File: config.mk
export PLATFORM = sky130hd
export DESIGN_NAME = svtd_detector
export DESIGN_NICKNAME = d
export VERILOG_FILES = /design/src/svtd_pkg.sv /design/src/svtd_detector.sv
export SDC_FILE = /design/constraint.sdc
export NUM_CORES = 1
export LEC_CHECK = 0
export BUFFER_PORTS_ARGS = -buffer_cell sky130_fd_sc_hd__buf_4
export CAP_MARGIN = 40
export CORE_UTILIZATION = 58
export CTS_BUF_LIST = sky130_fd_sc_hd__clkbuf_4 sky130_fd_sc_hd__clkbuf_8 sky130_fd_sc_hd__clkbuf_16
export DETAILED_ROUTE_END_ITERATION = 6
export PLACE_DENSITY = 0.92
export SETUP_SLACK_MARGIN = 0.1
export SYNTH_ARGS = -nofsm -noshare
export SYNTH_HDL_FRONTEND = slang
export SYNTH_SLANG_ARGS = --single-unit
export TNS_END_PERCENT = 30
File: constraint.sdc
create_clock -name i_sys_clk -period 3.5 [get_ports i_sys_clk]
set_input_delay 0.35 -clock i_sys_clk [delete_from_list [all_inputs] [get_ports i_sys_clk]]
set_output_delay 0.35 -clock i_sys_clk [all_outputs]
set_load 0.05 [all_outputs]
File: src/svtd_pkg.sv
// Constants, types and helpers for the supply voltage trip detector
package svtd_pkg;

  //////////////////////////////////////////////////////////////////////////////
  // Register bus geometry and map
  localparam int          ADDR_W     = 4;
  localparam int          DATA_W     = 8;
  localparam logic [3:0]  REG_CTRL   = 4'h0;  // voltage_detect_control
  localparam logic [3:0]  REG_FLAG   = 4'h1;  // peripheral_flag_reg_two
  localparam logic [3:0]  REG_IEN    = 4'h2;  // peripheral_enable_reg_two
  localparam logic [3:0]  REG_IRQC   = 4'h3;  // irq_control_reg

  //////////////////////////////////////////////////////////////////////////////
  // Field positions and reset values
  localparam int          DIR_BIT    = 7;
  localparam int          BG_BIT     = 6;
  localparam int          REF_BIT    = 5;
  localparam int          EN_BIT     = 4;
  localparam int          EVT_BIT    = 2;     // Event flag and its enable
  localparam int          GIE_BIT    = 7;
  localparam logic [3:0]  LEVEL_EXT  = 4'hF;
  localparam logic [7:0]  CTRL_RESET = 8'h04;
  localparam logic [7:0]  ZERO_BYTE  = 8'h00;

  //////////////////////////////////////////////////////////////////////////////
  // Timing: settling interval after enable, rounded up to whole cycles
  localparam int          CLK_PERIOD_PS = 25000;
  localparam int          STAB_TIME_NS  = 10000;
  localparam int          STAB_CYCLES   =
    (STAB_TIME_NS * 1000 + CLK_PERIOD_PS - 1) / CLK_PERIOD_PS;
  localparam int          CNT_W         = 16;

  //////////////////////////////////////////////////////////////////////////////
  // Control register layout, bit 7 down to bit 0
  typedef struct packed {
    logic       dir;
    logic       bg_stable;
    logic       ref_stable;
    logic       enable;
    logic [3:0] level;
  } svtd_ctrl_type;

  // Synchronised analog indications
  typedef struct packed {
    logic at_or_above;
    logic at_or_below;
    logic ref_ok;
    logic bg_ok;
  } svtd_ana_type;

  // Detector sequencing, Gray along off -> settle -> armed
  typedef enum logic [1:0] {
    ST_OFF    = 2'b00,
    ST_SETTLE = 2'b01,
    ST_ARMED  = 2'b11
  } svtd_state_type;

  // Trip test for the selected direction
  function automatic logic svtd_is_trip(input logic dir,
                                        input svtd_ana_type ana);
    svtd_is_trip = dir ? ana.at_or_above : ana.at_or_below;
  endfunction

endpackage
File: src/svtd_detector.sv
// Supply voltage trip detector: control register, settling, event flag, interrupt
//
// Design decisions made here: strobed register access and the register addresses.
`timescale 1ns/1ps

//////////////////////////////////////////////////////////////////////////////
// Notes on behaviour
// RULE1: Detector powered only while control bit 4 is set.
// RULE2: Each enable rising edge starts a settling interval before comparisons count.
// RULE3: Control bit 5 is read-only, reads one once detector has settled.
// RULE4: Event flag cannot set while the stable bit is clear.
// RULE5: Bit 7 clear detects fall to or below trip; set detects rise.
// RULE6: Level field bits 3..0 select one of 16 levels, 0000 lowest.
// RULE7: Level code 1111 routes the external trip input to the comparator.
// RULE8: Reaching trip point in chosen direction sets the event flag.
// RULE9: Flag plus its enable (and global enable) requests an interrupt.
// RULE10: Software sets level, direction, enable, clears flag, then enables interrupts.
// RULE11: Software clears stale event flag at bit 2 during setup.
// RULE12: Software disables detector before changing direction or level.
// RULE13: Reset returns control register to reset value, detector off.
// RULE14: Detector keeps running in sleep; a trip sets flag and wakes.
// RULE15: Comparator and stable indications pass two flip-flops before use.
// RULE16: Event flag stays set until software clears it.
module svtd_detector
  import svtd_pkg::*;
#(
  parameter int STAB_CNT = STAB_CYCLES
) (
  input  wire logic              i_sys_clk,
  input  wire logic              i_rst_n,
  input  wire logic [ADDR_W-1:0] i_addr,
  input  wire logic [DATA_W-1:0] i_wdata,
  input  wire logic              i_wr,
  input  wire logic              i_rd,
  output logic      [DATA_W-1:0] o_rdata,
  input  wire logic              i_at_or_above,
  input  wire logic              i_at_or_below,
  input  wire logic              i_ref_stable,
  input  wire logic              i_bandgap_stable,
  output logic                   o_detector_power_enable,
  output logic      [3:0]        o_trip_level_select,
  output logic                   o_trip_direction_select,
  output logic                   o_use_external_input,
  output logic                   o_irq,
  output logic                   o_wake
);

  //////////////////////////////////////////////////////////////////////////////
  // Declarations
  svtd_ana_type   sync1;
  svtd_ana_type   ana;
  svtd_ana_type   raw_ana;
  svtd_state_type state;
  svtd_state_type next_state;
  svtd_ctrl_type  wr_view;
  svtd_ctrl_type  rd_view;
  logic             ctrl_dir;
  logic             ctrl_en;
  logic [3:0]       ctrl_level;
  logic             ext_sel;
  logic             event_flag;
  logic             event_ien;
  logic             global_ien;
  logic [CNT_W-1:0] settle_cnt;
  logic             irq_q;
  logic             wake_q;
  logic [7:0]       rdata_q;

  wire              wr_ctrl;
  wire              wr_flag;
  wire              wr_ien;
  wire              wr_irqc;
  wire              rd_flag;
  wire              cfg_change;
  wire              settle_done;
  wire              armed;
  wire              trip_now;
  wire              flag_clr;
  wire              next_dir;
  wire              next_en;
  wire [3:0]        next_level;
  wire              next_flag;
  wire              next_ien;
  wire              next_gie;
  wire [CNT_W-1:0]  next_cnt;
  wire [7:0]        rd_mux;

  //////////////////////////////////////////////////////////////////////////////
  // Address decode
  assign wr_ctrl = i_wr & (i_addr == REG_CTRL);
  assign wr_flag = i_wr & (i_addr == REG_FLAG);
  assign wr_ien  = i_wr & (i_addr == REG_IEN);
  assign wr_irqc = i_wr & (i_addr == REG_IRQC);
  assign rd_flag = i_rd & (i_addr == REG_FLAG);
  assign wr_view = svtd_ctrl_type'(i_wdata);

  //////////////////////////////////////////////////////////////////////////////
  // Two-stage synchronisers for the analog outputs
  assign raw_ana = '{at_or_above: i_at_or_above,
                     at_or_below: i_at_or_below,
                     ref_ok:      i_ref_stable,
                     bg_ok:       i_bandgap_stable};

  always_ff @(posedge i_sys_clk or negedge i_rst_n) begin
    if (!i_rst_n) begin
      sync1 <= '0;
      ana   <= '0;
    end else begin
      sync1 <= raw_ana;  // RULE15
      ana   <= sync1;    // RULE15
    end
  end

  //////////////////////////////////////////////////////////////////////////////
  // Control register next values; stable bits are never written
  assign next_dir   = wr_ctrl ? wr_view.dir : ctrl_dir;      // RULE5
  assign next_en    = wr_ctrl ? wr_view.enable : ctrl_en;    // RULE1 RULE3
  assign next_level = wr_ctrl ? wr_view.level : ctrl_level;  // RULE6

  // A live retune restarts settling, guarding against a sloppy driver
  assign cfg_change = wr_ctrl & ctrl_en & wr_view.enable &
                      ((wr_view.dir != ctrl_dir) ||
                       (wr_view.level != ctrl_level));

  always_ff @(posedge i_sys_clk or negedge i_rst_n) begin
    if (!i_rst_n) begin
      ctrl_dir   <= CTRL_RESET[DIR_BIT];    // RULE13
      ctrl_en    <= CTRL_RESET[EN_BIT];     // RULE13
      ctrl_level <= CTRL_RESET[3:0];        // RULE13
      ext_sel    <= 1'b0;
    end else begin
      ctrl_dir   <= next_dir;
      ctrl_en    <= next_en;
      ctrl_level <= next_level;
      ext_sel    <= next_en & (next_level == LEVEL_EXT);  // RULE7
    end
  end

  //////////////////////////////////////////////////////////////////////////////
  // Settling sequencer: off, settle for the interval, then armed
  assign settle_done = (settle_cnt >= CNT_W'(STAB_CNT));
  // Gated by the enable so a disable stops trips and clears bit 5 at once
  assign armed       = (state == ST_ARMED) & ctrl_en;  // RULE1
  assign next_cnt    = ((state != ST_SETTLE) || cfg_change) ? '0 :
                       settle_done ? settle_cnt : settle_cnt + 1'b1;

  always_comb begin
    next_state = state;
    case (state)
      ST_OFF: begin
        if (ctrl_en) begin
          next_state = ST_SETTLE;  // RULE2
        end
      end
      ST_SETTLE: begin
        if (!ctrl_en) begin
          next_state = ST_OFF;
        end else if (!cfg_change && settle_done && ana.ref_ok) begin
          next_state = ST_ARMED;   // RULE2 RULE3
        end
      end
      ST_ARMED: begin
        if (!ctrl_en) begin
          next_state = ST_OFF;
        end else if (cfg_change) begin
          next_state = ST_SETTLE;
        end
      end
      default: begin
        next_state = ST_OFF;
      end
    endcase
  end

  always_ff @(posedge i_sys_clk or negedge i_rst_n) begin
    if (!i_rst_n) begin
      state      <= ST_OFF;
      settle_cnt <= '0;
    end else begin
      state      <= next_state;
      settle_cnt <= next_cnt;
    end
  end

  //////////////////////////////////////////////////////////////////////////////
  // Event flag: set wins over a read or write clear, held until cleared
  assign trip_now  = armed & svtd_is_trip(ctrl_dir, ana);  // RULE4 RULE5 RULE8
  assign flag_clr  = rd_flag | (wr_flag & ~i_wdata[EVT_BIT]);
  assign next_flag = trip_now | (event_flag & ~flag_clr);  // RULE16
  assign next_ien  = wr_ien  ? i_wdata[EVT_BIT] : event_ien;
  assign next_gie  = wr_irqc ? i_wdata[GIE_BIT] : global_ien;

  always_ff @(posedge i_sys_clk or negedge i_rst_n) begin
    if (!i_rst_n) begin
      event_flag <= 1'b0;
      event_ien  <= 1'b0;
      global_ien <= 1'b0;
    end else begin
      event_flag <= next_flag;  // RULE8 RULE16
      event_ien  <= next_ien;
      global_ien <= next_gie;
    end
  end

  //////////////////////////////////////////////////////////////////////////////
  // Interrupt and wake; wake ignores the global enable as in sleep
  always_ff @(posedge i_sys_clk or negedge i_rst_n) begin
    if (!i_rst_n) begin
      irq_q  <= 1'b0;
      wake_q <= 1'b0;
    end else begin
      irq_q  <= next_flag & next_ien & next_gie;  // RULE9
      wake_q <= next_flag & next_ien;             // RULE14
    end
  end

  //////////////////////////////////////////////////////////////////////////////
  // Read path; unmapped offsets read zero
  assign rd_view = '{dir:        ctrl_dir,
                     bg_stable:  ana.bg_ok,
                     ref_stable: armed,   // RULE3
                     enable:     ctrl_en,
                     level:      ctrl_level};

  assign rd_mux = (i_addr == REG_CTRL) ? 8'(rd_view) :
                  (i_addr == REG_FLAG) ? 8'(event_flag) << EVT_BIT :
                  (i_addr == REG_IEN)  ? 8'(event_ien) << EVT_BIT :
                  (i_addr == REG_IRQC) ? 8'(global_ien) << GIE_BIT :
                  ZERO_BYTE;

  // Data stands only in the cycle after the strobe
  always_ff @(posedge i_sys_clk or negedge i_rst_n) begin
    if (!i_rst_n) begin
      rdata_q <= ZERO_BYTE;
    end else begin
      rdata_q <= i_rd ? rd_mux : ZERO_BYTE;
    end
  end

  //////////////////////////////////////////////////////////////////////////////
  // Outputs, each straight from a flop
  assign o_rdata                 = rdata_q;
  assign o_detector_power_enable = ctrl_en;     // RULE1
  assign o_trip_level_select     = ctrl_level;  // RULE6
  assign o_trip_direction_select = ctrl_dir;
  assign o_use_external_input    = ext_sel;     // RULE7
  assign o_irq                   = irq_q;
  assign o_wake                  = wake_q;

endmodule // svtd_detector

# Word level (Yosys, flattened, before mapping)
# Cells that the tools add are included.
# word_totals
regBits	46
output_inout_bits	17
wordCells	80
# classes
add_sub_neg	1
n_lt_le_gt_ge	1
eq_ne	13
n_mux	18
bitwise	19
reduce_logical	8
# op_table
op	count
$mux 8	5
$mux 16	2
$add 16x1->16 const B	1
$ge 16x9->1 const B	1
$and 1x1->1	15
$mux 2	5
$eq 4x2->1 const B	2
$ne 3x3->1 const B	2
$pmux 2 s3	1
$eq 4x1->1 const B	1
$eq 4x4->1 const B	1
$logic_not 4->1	1
$mux 1	4
$mux 4	1
$ne 2x1->1 const B	2
$ne 4x4->1	1
$reduce_and 3->1	1
$eq 2x1->1 const B	1
$eq 2x2->1 const B	1
$logic_and 1x1->1	2
$logic_not 2->1	1
$logic_or 1x1->1	2
$ne 2x2->1 const B	1
$not 1->1	2
other kinds (3)	4

# Depth between registers and ports, before layout
# Gate-level depths: netlist of the first run.
# logic_depth
word_depth	11
ltp_mapped	6

# Worst setup path after synthesis of the first run
# OpenSTA, ideal clock, no wires.
# synth_timing
kind	in2reg
startpoint	in i_addr[0]
endpoint	reg ext_sel, in the netlist o_use_external_input
setup_ps	120
arrival_time_ps	1580
setup_slack_ps	1801
path_stages	6
n_path_buf	2
cell_sequence	buf_2 > nor4b_4 > and2_1 > buf_4 > mux2_2 > and3_1
# synth_between
elab_chain_len	5
word_cells_on_any_way	6
classes_between	eq/ne: 1; mux: 2; bitwise: 2; reduce/logical: 1
# synth_rtl
item	line	text
start, declared	svtd_detector.sv:31	input wire logic [ADDR_W-1:0] i_addr,
$logic_not 4->1	svtd_detector.sv:90	assign wr_ctrl = i_wr & (i_addr == REG_CTRL);
$and 1x1->1	svtd_detector.sv:90	
$mux 4	svtd_detector.sv:118	assign next_level = wr_ctrl ? wr_view.level : ctrl_level;
via next_level[3]	svtd_detector.sv:81	wire [3:0] next_level;
$eq 4x4->1	svtd_detector.sv:135	ext_sel <= next_en & (next_level == LEVEL_EXT);
$and 1x1->1	svtd_detector.sv:135	
end signal, assigned	svtd_detector.sv:135	
end, declared	svtd_detector.sv:60	logic ext_sel;
# The timed path passes the listed nets, and every way through them passes these cells.
# A chain may end at the register's enable or synchronous reset.

# Worst setup path after layout of the first run
# layout_timing
startpoint	reg settle_cnt[5]
endpoint	reg settle_cnt[3]
# layout_between
elab_chain_len	2
# layout_rtl
item	line	text
start, declared	svtd_detector.sv:64	logic [CNT_W-1:0] settle_cnt;
start signal, assigned	svtd_detector.sv:181	settle_cnt <= next_cnt;
$ge 16x9->1	svtd_detector.sv:141	assign settle_done = (settle_cnt >= CNT_W'(STAB_CNT));
$ne 2x1->1 (no line)	--	
# Every way passes these cells.

==> metrics.cfg, run 1 <==
[detailed_routing]
num_vias=1315
drc=0
firstDrtPassIters=4
ant_nets=0
drt-initial-drc-count=40
vias_per_cell=5.37
drt-wirelength-per-cell_um=14.2
drt-total-wl_um=3490

[cts]
htree_num_levels=2
cts.sinks=46
clock_path_buffers=2
cts.clk_slew.worst_paths_ns=0.12
numCtsBuffers=5
postCtsSetupBuffers=0
cts_root_buf=clkbuf_4
insertion_delay_ns=0.35
cts_tree=built

[synth]
seq_area_frac_synth_pct=59.2
ys.flop_type=dfrtp_1
synth_common_cells=dfrtp_1 (45), and2_1 (13), nor2_1 (11)
postSynthCellCount=161
async_flop_share_pct=100
synth.distinct_cells=40
yosys-top-cells-area=dfrtp_1 (58%), and2_1 (4.2%), mux2_2 (4.0%), xor2_1 (2.7%), mux2i_1 (2.6%)
syn-num-nets=183
synth_most_common_cell=dfrtp_1
synth_top_area_share_pct=57.8
synth_edf_count=0
synth_area_um2=1950
synth-seq-cells=46
syn_area_per_cell_um2=12.1
ys_warn_count=0
synth_top_area_cell=dfrtp_1

[finish]
nets=222
antenna_cells=0
final-instance-count-excl-fill=245
drive_gt1_share_pct=27.4
area_growth_pct=19.8

[global_route]
grt_use_total_pct=23.0
grt_max_degree=47
grt_overflow=0
grt.busiest_layer=met2
antenna_found_initial=0
grt_pass1_vias=1269
grt_use_met2_pct=39.0
grt_util_met1_pct=27.7
grt_pass1_wl_um=5790
use_met3_pct=4.76

[die]
fp.coreArea_um2=3130
rows=20
die_y_um=60.0
ioPinCount=37
die_area_um2=3590
start_util_pct=62.3
fp.dieW_um=60.0

[outcome]
outcome=finished, final reports clean

[sta]
worstMarginPinSlew_ns=0.648
final_max_slew_viol_count=0
grt_setup_unrepaired=no
hold_slack_ns=0.0959
setup_viol=0
fin_crit_ns=1.88
totalNegativeSetupSlack_ns=0
fmax_mhz=531
slew_headroom_pct=56.8
fin_crit_sh_pct=53.8
fin_skew_ns=0.00576
finalHoldViolCount=0
setup_ws_ns=1.62

[min_path]
holdPathStages=1
hold_class=in2reg
hold_path_end=sync1[3]
hp-start=i_at_or_above

[placed_design]
io_buffer_count=34
dp.final_hpwl_um=2480
place_inst=236
place_congestion=0.870
place_ws_ns=1.64

[worst_setup_path]
critPathLaunchType=register
critical_path_arrival_ns=2.15
worstPathMaxFanout=5
r2r_cells=4
r2r-end=settle_cnt[3]
end_kind=register
rrSetupSlack_ns=1.62
r2r-start=settle_cnt[5]
cp.required_ns=3.77
path_class=reg2reg

[power]
totalPowerFinal_uw=1170
p_leak_uw=0.00113
vdd_drop_max_mv=0.301
p_per_area_nw_per_um2=501

[run]
drv_cap=0

## worst max path at each step
| stage | startpoint | to | slack (ns) |
|---|---|---|---|
| CTS | settle_cnt[5] | settle_cnt[3] | 1.60 |
| finish | settle_cnt[5] | settle_cnt[3] | 1.62 |
| global route | settle_cnt[5] | settle_cnt[3] | 1.46 |
| floorplan | i_addr[0] | o_use_external_input | 1.80 |
| detailed placement | i_addr[0] | o_use_external_input | 1.64 |
| global placement | i_addr[0] | o_use_external_input | 1.68 |
## routing by layer
layer | share of wire, % | up-vias
li1 | - | 640
met1 | 43 | 615
met3 | 5.1 | 10
met5 | 0 | -
met4 | 2.4 | 0
met2 | 50 | 50
## power breakdown
part           switching (uW)  internal [uW]  total [uW]
combinational             151           89.0         240
sequential               43.9            572         616
clock                     155            158         313
## cell families (layout without fill, tap and decap cells)
kind of cell	count (synthesis)	after routing	synth area share (%)
compound gates	19	19	6.30
xor+xnor	9	9	4.05
fa+ha+maj	2	2	1.28
buf+inv	10	50	2.25
flops	46	46	59.2
mux	12	12	6.62
simple gates	63	63	20.4
## area by class of cell
class,instances,area [um2]
clock buffers,6,45.0
flip-flops and latches,46,1150
well taps,44,55.1
multi-input cells,105,752
repair buffers,35,265
fillers,217,795
inverters,7,26.3
clock inverters,2,37.5
## per-stage QoR
| stage | instance area (um2) | utilization (%) |
|---|---|---|
| after global routing | 2330 | 74.6 |
| after global placement | 2240 | 71.6 |
| after detailed placement | 2240 | 71.6 |
| after floorplan | 1950 | - |
| after CTS | 2330 | 74.6 |
| final | 2330 | 74.6 |
## critical path: stages (launching register included)
cell      delay, ns
dfrtp_1        0.43
o311ai_1       0.50
nand3_1        0.30
or3_1          0.40
a21oi_1        0.17
## what timing repair did
| action | 4_1_cts | 5_1_grt |
|---|---|---|
| gates resized for setup | 0 | 0 |
| hold buffers | 1 | 0 |
| endpoints found under the hold margin | 45 | 0 |
## registers in the layout (all words and copies together) (netlist names), 2 cells and up
| register | flops |
|---|---|
| ana | 4 |
| sync1 | 4 |
| settle_cnt | 16 |
| o_trip_level_select | 4 |
| o_rdata | 8 |
| state | 2 |
## placed cells by master (no fill, tap or decap), drive strengths merged, types with 2 or more instances in the layout
| cell type | Yosys | routed |
|---|---|---|
| nor2 | 11 | 11 |
| and3 | 2 | 2 |
| xor2 | 6 | 6 |
| and2 | 14 | 14 |
| nand4 | 4 | 4 |
| mux2 | 7 | 7 |
| a21oi | 8 | 8 |
| nor4b | 2 | 2 |
| mux2i | 5 | 5 |
| nor4 | 2 | 2 |
| a21boi | 2 | 2 |
| o21ai | 2 | 2 |
| nor2b | 2 | 2 |
| nand2 | 7 | 7 |
| inv | 7 | 7 |
| or3 | 2 | 2 |
| dfrtp | 45 | 45 |
| xnor2 | 3 | 3 |
| clkbuf | 0 | 6 |
| nor3 | 4 | 4 |
| buf | 3 | 34 |
| nand3 | 8 | 8 |
| ha | 2 | 2 |
No activity file was read; power rests on OpenSTA's default activity.
==> run 2, diff against run 1 <==
Settings changed: CORE_UTILIZATION 58 to 54, PLACE_DENSITY 0.92 to 0.87.
Clock period 3.5 ns to 1.9 ns, I/O delays scaled along.
==> run 2 against run 1 <==
Compared with the run above: sequential share of layout area shrank 1.1 points; final area up 2.2%; critical path depth did not move; sequential power up 83%; first-iteration DRC count grew 2.5%; via count up 2.8%; clock skew down 0.0015 ns; total power up 75%; highest routed layer unchanged; fmax grew 12%; utilization shrank 4.2 points; die area rose by 7.2%; global-route usage down 2.9 points.
==> metrics.cfg, run 2 (same netlist as run 1, synthesis figures left out) <==
[cts]
clock_path_buffers=2
htree_num_levels=2
cts_root_buf=clkbuf_4
cts.sinks=46
numCtsBuffers=5
cts.clk_slew.worst_paths_ns=0.12
cts_tree=built
postCtsSetupBuffers=0
insertion_delay_ns=0.35

[die]
ioPinCount=37
rows=21
fp.coreArea_um2=3390
die_y_um=62.1
die_area_um2=3850
start_util_pct=57.5
fp.dieW_um=62.1

[sta]
worstMarginPinSlew_ns=0.539
totalNegativeSetupSlack_ns=0
fin_skew_ns=0.00424
grt_setup_unrepaired=yes
setup_viol=0
fin_crit_ns=1.69
final_max_slew_viol_count=0
fmax_mhz=593
slew_headroom_pct=64.1
finalHoldViolCount=0
fin_crit_sh_pct=88.7

[worst_setup_path]
path_class=reg2reg
worstPathMaxFanout=6
cp.required_ns=2.18
critical_path_arrival_ns=1.97
end_kind=register
critPathLaunchType=register
rrSetupSlack_ns=0.21

[outcome]
outcome=finished, final reports clean

[finish]
mostFrequentLayoutCell=dfrtp_1
final-instance-count-excl-fill=253
top_register=settle_cnt
antenna_cells=0
nFillCells=245
area_growth_pct=22.4
final_util_pct=70.4
nets=228
largest_reg_flops=16
layout_common_cells=dfrtp_1 (45), buf_4 (36), and2_1 (13), nor2_1 (11), a21oi_1 (8)
drive_gt1_share_pct=28.5

[global_route]
antenna_found_initial=0
grt_overflow=0
grt_pass1_vias=1253
grt_pass1_wl_um=5420
grt_use_total_pct=20.1
grt_max_degree=47

[detailed_routing]
drc=0
num_vias=1352
drt-wirelength-per-cell_um=13.0
firstDrtPassIters=4
drt-total-wl_um=3290
ant_nets=0
vias_per_cell=5.34
drt-initial-drc-count=41

[power]
p_leak_uw=0.00116
p_per_area_nw_per_um2=859
vdd_drop_max_mv=0.524

[placed_design]
place_congestion=0.849
io_buffer_count=34
dp.final_hpwl_um=2420
place_inst=240

[run]
drv_cap=0

[min_path]
hold_class=in2reg

==> run 2: per-layer routing <==
metal | wire (um) | up-vias | GRT usage [%]
li1 | - | 650 | -
met5 | 0 | - | 0
met4 | 60 | 0 | 9.52
met3 | 172 | 7 | 4.55
met1 | 1450 | 658 | 24.9
met2 | 1610 | 37 | 33.3
==> run 2: cell type report <==
cell class / count / area [um2] / area share [%]
flip-flops and latches: 46 / 1150 / 48.3
multi-input cells: 105 / 764 / 32.1
repair buffers: 41 / 320 / 13.4
clock buffers: 7 / 58.8 / 2.47
well taps: 46 / 57.6 / 2.41
inverters: 7 / 26.3 / 1.10
clock inverters: 1 / 5.00 / 0.210
==> run 2: final timing paths <==
check	startpoint	end	depth (start not counted)
min in group asynchronous	i_rst_n	o_rdata[2]	2
worst max register to register	settle_cnt[11]	settle_cnt[7]	4
worst min register to register	sync1[2]	ana[2]	0
worst min-delay path	i_addr[0]	o_rdata[5]	2
worst max-delay path	settle_cnt[11]	settle_cnt[7]	4
max in group asynchronous	i_rst_n	o_trip_level_select[2]	2
==> run 2: report_power, final <==
group / switching, uW / leakage (uW) / internal (uW) / total [uW]
clock: 279 / 0.0000387 / 194 / 473
sequential: 77.2 / 0.000605 / 1050 / 1130
combinational: 270 / 0.000512 / 174 / 444
==> run 2: worst max-delay path, cell delays in order, from the launching register on <==
cell and delay [ns]:
dfrtp_1 0.42, nor4_4 0.46, nand2_2 0.08, or4_1 0.51, a21oi_1 0.15
==> run 2: metrics by stage <==
stage          instance area [um2]  hold slack, ns  total power [uW]  setup WS, ns
6_report                      2380          0.0699              2050         0.214
5_1_grt                       2380          0.0485              2160        0.0690
4_1_cts                       2370          0.0547              2070         0.176
3_5_place_dp                  2260           0.213              1590         0.215
3_3_place_gp                  2260           0.200              1560         0.237
2_1_floorplan                 1950          -0.106              1420         0.303
==> run 2: what timing repair did <==
action | in CTS | in global routing
hold endpoints to repair | 49 | 0
resized for setup | 0 | 2
hold buffers | 5 | 0
endpoints found under the setup margin | 0 | 2
